### src/pwmg_regs.svh
// register map, field positions, reset values and timing counts of the pulse generator
// assumes inclusion by bare name from the package and the top module
`ifndef PWMG_REGS_SVH
`define PWMG_REGS_SVH

`define PWMG_ADDR_W 4
`define PWMG_OFS_HIGH 4'h0
`define PWMG_OFS_LOW 4'h4
`define PWMG_OFS_CFG 4'h8

`define PWMG_CNT_W 16
`define PWMG_RST_HIGH 16'h0000
`define PWMG_RST_LOW 16'hffff

`define PWMG_CFG_W 7
`define PWMG_RST_CFG 7'h00
`define PWMG_CFG_EN 0
`define PWMG_CFG_CLKSEL 1
`define PWMG_CFG_INV 2
`define PWMG_CFG_PDIV_LO 3
`define PWMG_CFG_PDIV_HI 6

`define PWMG_RESP_OKAY 2'b00
`define PWMG_RESP_SLVERR 2'b10

// system clock and the slow tick derived from it
`define PWMG_CLK_PERIOD_NS 10
`define PWMG_SLOW_PERIOD_NS 10000
`define PWMG_SLOW_CYCLES (`PWMG_SLOW_PERIOD_NS / `PWMG_CLK_PERIOD_NS)
`define PWMG_SLOW_CNT_W 10

`endif

### src/pwmg_pkg.sv
// types shared by the pulse generator
// assumes pwmg_regs.svh is on the include path
`include "pwmg_regs.svh"

package pwmg_pkg;
    typedef enum logic {
        PWMG_PH_OFF = 1'b0,
        PWMG_PH_ON = 1'b1
    } pwmg_phase_t;

    typedef logic [`PWMG_CNT_W-1:0] pwmg_cnt_t;
endpackage

### src/pwmg_top.sv
// pulse-width generator with on/off phase counts, config and an AXI4-Lite slave
// assumes one 100 MHz clock; the slow source is an enable pulse derived from it
//
// Local design decision: register access over AXI4-Lite.
`timescale 1ns/100ps
`include "pwmg_regs.svh"

// Notes on behaviour
// - off phase lasts low count plus one ticks
// - zero low count holds output fully on
// - low count 16-bit rw, resets to ones
// - 16-bit down counter, source set by bit1
// - prescaler divides selected clock by value+1
// - clock select one slow, zero fast
// - invert bit makes on level low
// - disabled holds counters reset, state off
// - disabled output sits at inactive level
// - count registers not reset by enable; disabled loads pending counts at once
// - disable holds slow and prescaler counters at zero, enable resets zero
// - on phase lasts high count plus one ticks
// - zero high, nonzero low holds fully off
// - counts load from holding after four bytes
// - sleep zeroes counters, forces state off
module pwmg_top (
    input wire logic aclk,
    input wire logic aresetn,
    input wire logic sleep_req,
    input wire logic awvalid,
    output logic awready,
    input wire logic [`PWMG_ADDR_W-1:0] awaddr,
    input wire logic [2:0] awprot,
    input wire logic wvalid,
    output logic wready,
    input wire logic [31:0] wdata,
    input wire logic [3:0] wstrb,
    output logic bvalid,
    input wire logic bready,
    output logic [1:0] bresp,
    input wire logic arvalid,
    output logic arready,
    input wire logic [`PWMG_ADDR_W-1:0] araddr,
    input wire logic [2:0] arprot,
    output logic rvalid,
    input wire logic rready,
    output logic [31:0] rdata,
    output logic [1:0] rresp,
    output logic pwm_out
);
    logic awready_r;
    logic wready_r;
    logic bvalid_r;
    logic [1:0] bresp_r;
    logic arready_r;
    logic rvalid_r;
    logic [31:0] rdata_r;
    logic [1:0] rresp_r;
    logic pwm_out_r;
    logic [`PWMG_ADDR_W-1:0] waddr_r;
    logic [31:0] wdata_r;
    logic [3:0] wstrb_r;
    logic wr_fire;

    pwmg_pkg::pwmg_cnt_t high_phase_count_r;
    pwmg_pkg::pwmg_cnt_t low_phase_count_r;
    logic [`PWMG_CFG_W-1:0] cfg_r;
    logic [7:0] hold_r [4];
    logic [3:0] hold_full_r;
    logic load_now;
    pwmg_pkg::pwmg_cnt_t high_nxt;
    pwmg_pkg::pwmg_cnt_t low_nxt;

    pwmg_pkg::pwmg_phase_t phase_r;
    pwmg_pkg::pwmg_cnt_t cnt_r;
    logic [`PWMG_SLOW_CNT_W-1:0] slow_cnt_r;
    logic slow_tick;
    logic src_tick;
    logic [3:0] pdiv_cnt_r;
    logic tick;
    logic enabled;
    logic inv;
    logic full_on;
    logic full_off;
    logic off_done;
    logic out_nxt;

    assign awready = awready_r;
    assign wready = wready_r;
    assign bvalid = bvalid_r;
    assign bresp = bresp_r;
    assign arready = arready_r;
    assign rvalid = rvalid_r;
    assign rdata = rdata_r;
    assign rresp = rresp_r;
    assign pwm_out = pwm_out_r;

    // write side: address and data latched independently, any order
    always_ff @(posedge aclk) begin
        if (!aresetn) begin
            awready_r <= 1'b1;
            waddr_r <= '0;
        end else if (awvalid && awready_r) begin
            awready_r <= 1'b0;
            waddr_r <= awaddr;
        end else if (bvalid_r && bready) begin
            awready_r <= 1'b1;
        end
    end

    always_ff @(posedge aclk) begin
        if (!aresetn) begin
            wready_r <= 1'b1;
            wdata_r <= '0;
            wstrb_r <= '0;
        end else if (wvalid && wready_r) begin
            wready_r <= 1'b0;
            wdata_r <= wdata;
            wstrb_r <= wstrb;
        end else if (bvalid_r && bready) begin
            wready_r <= 1'b1;
        end
    end

    assign wr_fire = !awready_r && !wready_r && !bvalid_r;

    always_ff @(posedge aclk) begin
        if (!aresetn) begin
            bvalid_r <= 1'b0;
            bresp_r <= `PWMG_RESP_OKAY;
        end else if (wr_fire) begin
            bvalid_r <= 1'b1;
            if (waddr_r == `PWMG_OFS_HIGH || waddr_r == `PWMG_OFS_LOW
                    || waddr_r == `PWMG_OFS_CFG) begin
                bresp_r <= `PWMG_RESP_OKAY;
            end else begin
                bresp_r <= `PWMG_RESP_SLVERR;
            end
        end else if (bvalid_r && bready) begin
            bvalid_r <= 1'b0;
        end
    end

    // read side; visible values only, never the holding bytes
    always_ff @(posedge aclk) begin
        if (!aresetn) begin
            arready_r <= 1'b1;
            rvalid_r <= 1'b0;
            rdata_r <= '0;
            rresp_r <= `PWMG_RESP_OKAY;
        end else if (arvalid && arready_r) begin
            arready_r <= 1'b0;
            rvalid_r <= 1'b1;
            rresp_r <= `PWMG_RESP_OKAY;
            unique case (araddr)
                `PWMG_OFS_HIGH: rdata_r <= {16'h0000, high_phase_count_r};
                `PWMG_OFS_LOW: rdata_r <= {16'h0000, low_phase_count_r};
                `PWMG_OFS_CFG: rdata_r <= {25'h000_0000, cfg_r};
                default: begin
                    rdata_r <= '0;
                    rresp_r <= `PWMG_RESP_SLVERR;
                end
            endcase
        end else if (rvalid_r && rready) begin
            rvalid_r <= 1'b0;
            arready_r <= 1'b1;
        end
    end

    // config: only bits 6:0 exist
    always_ff @(posedge aclk) begin
        if (!aresetn) begin
            cfg_r <= `PWMG_RST_CFG;
        end else if (wr_fire && waddr_r == `PWMG_OFS_CFG && wstrb_r[0]) begin
            cfg_r <= wdata_r[`PWMG_CFG_W-1:0];
        end
    end

    assign enabled = cfg_r[`PWMG_CFG_EN];
    assign inv = cfg_r[`PWMG_CFG_INV];

    // holding bytes: 0,1 feed the high count, 2,3 the low count
    for (genvar i = 0; i < 4; i++) begin : g_hold
        localparam logic [`PWMG_ADDR_W-1:0] OFS = (i < 2) ? `PWMG_OFS_HIGH : `PWMG_OFS_LOW;
        logic wr_byte;
        assign wr_byte = wr_fire && waddr_r == OFS && wstrb_r[i % 2];
        always_ff @(posedge aclk) begin
            if (!aresetn) begin
                hold_r[i] <= 8'h00;
                hold_full_r[i] <= 1'b0;
            end else if (wr_byte) begin
                hold_r[i] <= wdata_r[(i % 2) * 8 +: 8];
                hold_full_r[i] <= 1'b1;
            end else if (load_now) begin
                hold_full_r[i] <= 1'b0;
            end
        end
    end

    assign full_on = low_phase_count_r == '0;
    assign full_off = high_phase_count_r == '0 && !full_on;
    assign off_done = tick && phase_r == pwmg_pkg::PWMG_PH_OFF && cnt_r == '0;
    // idle generator never finishes an off phase, so it takes new counts at once
    assign load_now = &hold_full_r && (full_on || off_done || !enabled || sleep_req);
    assign high_nxt = load_now ? {hold_r[1], hold_r[0]} : high_phase_count_r;
    assign low_nxt = load_now ? {hold_r[3], hold_r[2]} : low_phase_count_r;

    always_ff @(posedge aclk) begin
        if (!aresetn) begin
            high_phase_count_r <= `PWMG_RST_HIGH;
            low_phase_count_r <= `PWMG_RST_LOW;
        end else if (load_now) begin
            high_phase_count_r <= high_nxt;
            low_phase_count_r <= low_nxt;
        end
    end

    // slow source as an enable pulse; held at zero while idle
    always_ff @(posedge aclk) begin
        if (!aresetn || !enabled || sleep_req) begin
            slow_cnt_r <= '0;
        end else if (slow_cnt_r == `PWMG_SLOW_CNT_W'(`PWMG_SLOW_CYCLES - 1)) begin
            slow_cnt_r <= '0;
        end else begin
            slow_cnt_r <= slow_cnt_r + `PWMG_SLOW_CNT_W'(1);
        end
    end

    assign slow_tick = slow_cnt_r == `PWMG_SLOW_CNT_W'(`PWMG_SLOW_CYCLES - 1);
    assign src_tick = cfg_r[`PWMG_CFG_CLKSEL] ? slow_tick : 1'b1;
    assign tick = src_tick && pdiv_cnt_r == cfg_r[`PWMG_CFG_PDIV_HI:`PWMG_CFG_PDIV_LO];

    always_ff @(posedge aclk) begin
        if (!aresetn || !enabled || sleep_req) begin
            pdiv_cnt_r <= '0;
        end else if (tick) begin
            pdiv_cnt_r <= '0;
        end else if (src_tick) begin
            pdiv_cnt_r <= pdiv_cnt_r + 4'h1;
        end
    end

    // phase machine: counter reaches zero, one more tick flips phase
    always_ff @(posedge aclk) begin
        if (!aresetn || !enabled || sleep_req) begin
            phase_r <= pwmg_pkg::PWMG_PH_OFF;
            cnt_r <= '0;
        end else if (tick) begin
            if (cnt_r != '0) begin
                cnt_r <= cnt_r - 16'h0001;
            end else if (phase_r == pwmg_pkg::PWMG_PH_OFF) begin
                phase_r <= pwmg_pkg::PWMG_PH_ON;
                cnt_r <= high_nxt;
            end else begin
                phase_r <= pwmg_pkg::PWMG_PH_OFF;
                cnt_r <= low_nxt;
            end
        end
    end

    always_comb begin
        if (!enabled || sleep_req) begin
            out_nxt = inv;
        end else if (full_on) begin
            out_nxt = !inv;
        end else if (full_off) begin
            out_nxt = inv;
        end else begin
            out_nxt = (phase_r == pwmg_pkg::PWMG_PH_ON) ? !inv : inv;
        end
    end

    always_ff @(posedge aclk) begin
        if (!aresetn) begin
            pwm_out_r <= 1'b0;
        end else begin
            pwm_out_r <= out_nxt;
        end
    end
endmodule

### config.mk
export PLATFORM = sky130hd
export DESIGN_NAME = pwmg_top
export DESIGN_NICKNAME = d
export VERILOG_FILES = /design/src/pwmg_pkg.sv /design/src/pwmg_top.sv
export VERILOG_INCLUDE_DIRS = /design/src
export SDC_FILE = /design/constraint.sdc
export NUM_CORES = 1
export LEC_CHECK = 0
export CORE_MARGIN = 2
export CORE_UTILIZATION = 65
export DETAILED_ROUTE_END_ITERATION = 10
export DONT_BUFFER_PORTS = 1
export GPL_TIMING_DRIVEN = 0
export PLACE_DENSITY = 0.9
export SLEW_MARGIN = 20
export SYNTH_ARGS = -nofsm -noshare
export SYNTH_HDL_FRONTEND = slang
export SYNTH_SLANG_ARGS = --single-unit
### constraint.sdc
create_clock -name aclk -period 7.6 [get_ports aclk]
set_input_delay 0 -clock aclk [delete_from_list [all_inputs] [get_ports aclk]]
set_output_delay 0 -clock aclk [all_outputs]
set_load 0.005 [all_outputs]
==> impl_metrics.json <==
{
  "rsz0062_at_grt": "false",
  "fill_cells": 609,
  "io_buffers": 0,
  "worstSetupPathType": "reg2reg",
  "static-leakage-power_nw": 3.20,
  "ir_worst_vdd_uv": 201,
  "layout-drive-gt1-share_pct": 8.39,
  "post-place-ws_ns": 4.65,
  "antennaDiodeCount": 0,
  "syn_inst": 781,
  "worst_setup_path_end_kind": "flip-flop",
  "fin_setup_tns_ns": 0,
  "grt_pass1_wl_mm": 35.3,
  "final_antenna_net_count": 0,
  "yosysUniqueCellTypes": 68,
  "critPathArrivalTime_ns": 3.63,
  "cts_resized": 0,
  "wire_per_inst_um": 22.1,
  "cts-root-buf": "clkbuf_8",
  "dp.cells": 938,
  "ys_warn_count": 0,
  "htreeDepth": 4,
  "ys.flop_type": "dfxtp_1",
  "worst-path-buf-inv": 2,
  "setup_ws_ns": 4.44,
  "hp-class": "in2reg",
  "cts_sinks": 152,
  "postRouteWirelength_mm": 22.6,
  "cts_buffers": 17,
  "finalHoldViolCount": 2,
  "synthArstFlopShare_pct": 0,
  "dieArea_sq_um": 11700,
  "finalClockSkew_ns": 0.0147,
  "grt_use_total_pct": 40.2,
  "seqCellArea_sq_um": 3360,
  "cts_tree": "done",
  "slew_viol_final": 0,
  "fmax_ghz": 0.317,
  "syn_area_per_cell_sq_um": 9.05,
  "cp.required_ns": 8.07,
  "multi_input_area_sq_um": 3430,
  "powerDensity_nw_per_um2": 216,
  "startpoint_type": "flip-flop",
  "synth_edf_count": 32,
  "fin_cells": 1022,
  "layout_min_cycle_time_ns": 3.16,
  "vias": 6722,
  "cp_max_fo": 9,
  "maxSlewHeadroom_pct": 35.7,
  "slowest_delay_ns": 0.77,
  "crit_cells": 8,
  "io_pins": 100,
  "clock_path_buffers": 2,
  "syn_area_sq_um": 7070,
  "period_share_pct": 41.5,
  "cp_slowest_cell": "nor3_1",
  "dr.pass1.iters": 7,
  "whs_ns": -0.00666,
  "worst-r2r-cell-count": 8,
  "antenna_found_initial": 0,
  "clkTransAtPathRegs_ns": 0.07,
  "violations": "hold timing",
  "drc": 0,
  "critPathTopFamily": "simple AND/OR/NAND/NOR gates",
  "status": "finished, violations left",
  "die_w_um": 108,
  "grt_max_degree": 17,
  "initial_core_util_pct": 65.8,
  "dp_hpwl_mm": 13.5,
  "tightest_slew_ns": 0.957,
  "clk_latency_ns": 0.56,
  "die_h_um": 108,
  "area_growth_pct": 19.6,
  "drt-initial-drc-count": 1206,
  "hold_depth": 5,
  "seq_area_frac_synth_pct": 47.6,
  "finalSetupViolations": 0,
  "core_area_sq_um": 10700,
  "finalNetCount": 930,
  "vias_per_cell": 6.58,
  "routabilityCongestion": 0.965,
  "postSynthRegisterBits": 152,
  "grt_remaining_overflow": 0,
  "grt_pass1_vias": 6541,
  "max-cap-violations": 0,
  "crit_chain": "clkbuf_1, nor4_1, and4b_1, buf_2, nand4_1, nor3_1, a222oi_1, o21ai_0",
  "postCtsSetupBuffers": 0,
  "placementRows": 38
}
## final timing paths
check                              startpoint       endpoint  slack [ns]
worst max-delay path                 cnt_r[2]      cnt_r[14]        4.44
worst min-delay path                araddr[1]       rdata[1]      -0.007
worst max register to register       cnt_r[2]      cnt_r[14]        4.44
worst min register to register  slow_cnt_r[0]  slow_cnt_r[0]        0.47
## kinds of logic after synthesis
group / count (synthesis) / synth area share, %
other cells: 1 / 0.0530
fa+ha+maj: 3 / 0.531
simple gates: 345 / 24.1
compound gates: 168 / 16.5
buf+inv: 67 / 5.10
mux: 30 / 4.37
xor+xnor: 15 / 1.86
flops: 152 / 47.6
## worst min-delay path, cell delays in order
cell and delay [ns]:
nor4b_2 0.07, a22oi_1 0.15, a21oi_1 0.09, a21oi_1 0.12
nor2b_1 0.06
## metrics by stage
step | util [%] | total power [mW] | instance area (sq um)
after floorplan | - | 0.908 | 7130
after global placement | 68.0 | 0.923 | 7310
after detailed placement | 68.0 | 0.927 | 7310
after CTS | 78.4 | 1.80 | 8420
after global routing | 78.7 | 1.86 | 8460
final | 78.7 | 1.83 | 8460
## what timing repair did
action	in CTS	in global routing
endpoints found under the setup margin	0	0
endpoints found under the hold margin	62	1
hold buffers	50	2
## state kept, by name, summed over array words and instances, names as in the netlist, 2 cells and up
register / count
cnt_r: 16
high_phase_count_r: 16
pdiv_cnt_r: 4
wdata_r: 16
cfg_r: 7
rdata: 16
hold_r: 32
waddr_r: 4
slow_cnt_r: 10
low_phase_count_r: 16
hold_full_r: 4
wstrb_r: 2
## area by class of cell
cell class                 count  area share [%]
buffer                        59            3.91
clock buffer                  20            5.27
clock inverter                12            1.95
inverter                       8           0.355
multi-input combinational    579            40.5
sequential                   152            39.8
tap                          140            2.07
timing repair buffer          52            6.15
## cells in the final DEF (no fill, tap or decap), types with 4 or more instances in the layout
| cell type | count |
|---|---|
| xor2_1 | 7 |
| nand4_1 | 10 |
| nor2b_1 | 20 |
| dlygate4sd3_1 | 52 |
| dfxtp_1 | 120 |
| a21boi_1 | 4 |
| nor2_1 | 34 |
| or4_1 | 4 |
| clkinv_4 | 4 |
| a211oi_1 | 5 |
| clkbuf_1 | 35 |
| nor3_1 | 12 |
| conb_1 | 18 |
| inv_1 | 8 |
| xnor2_1 | 8 |
| nand3_1 | 31 |
| buf_4 | 21 |
| clkbuf_16 | 16 |
| mux2i_1 | 23 |
| and3_1 | 11 |
| mux2_2 | 7 |
| a21boi_0 | 34 |
| nor4_1 | 12 |
| and2_1 | 39 |
| nand2_1 | 151 |
| o21ai_0 | 31 |
| a22oi_1 | 19 |
| edfxtp_1 | 32 |
| o211ai_1 | 5 |
| a21oi_1 | 31 |
## power by group
part           switching [mW]  leakage (nW)  internal, mW
Sequential             0.0172          1.30         0.839
Combinational          0.0475          1.60        0.0401
Clock                   0.362         0.296         0.524
## cell usage after synthesis (12+ instances only)
master	instances	area, sq um
a21boi_0	34	255
a21oi_1	31	155
a22oi_1	19	143
and2_1	39	244
buf_4	21	158
clkbuf_1	34	128
dfxtp_1	120	2400
edfxtp_1	32	961
mux2i_1	23	230
nand2_1	151	567
nand3_1	31	155
nor2_1	34	128
nor2b_1	20	125
nor3_1	12	60.1
nor4_1	12	75.1
o21ai_0	34	170
## metal layers
metal,GRT usage (%),part of all wire (%),routed length [um],vias up
li1,-,-,-,2919
met1,48.6,36,8220,3115
met2,67.2,47,10700,569
met3,11.2,11,2520,119
met4,18.0,5.0,1140,0
met5,0,0,0,-
Power figures use the tool's default switching activity.
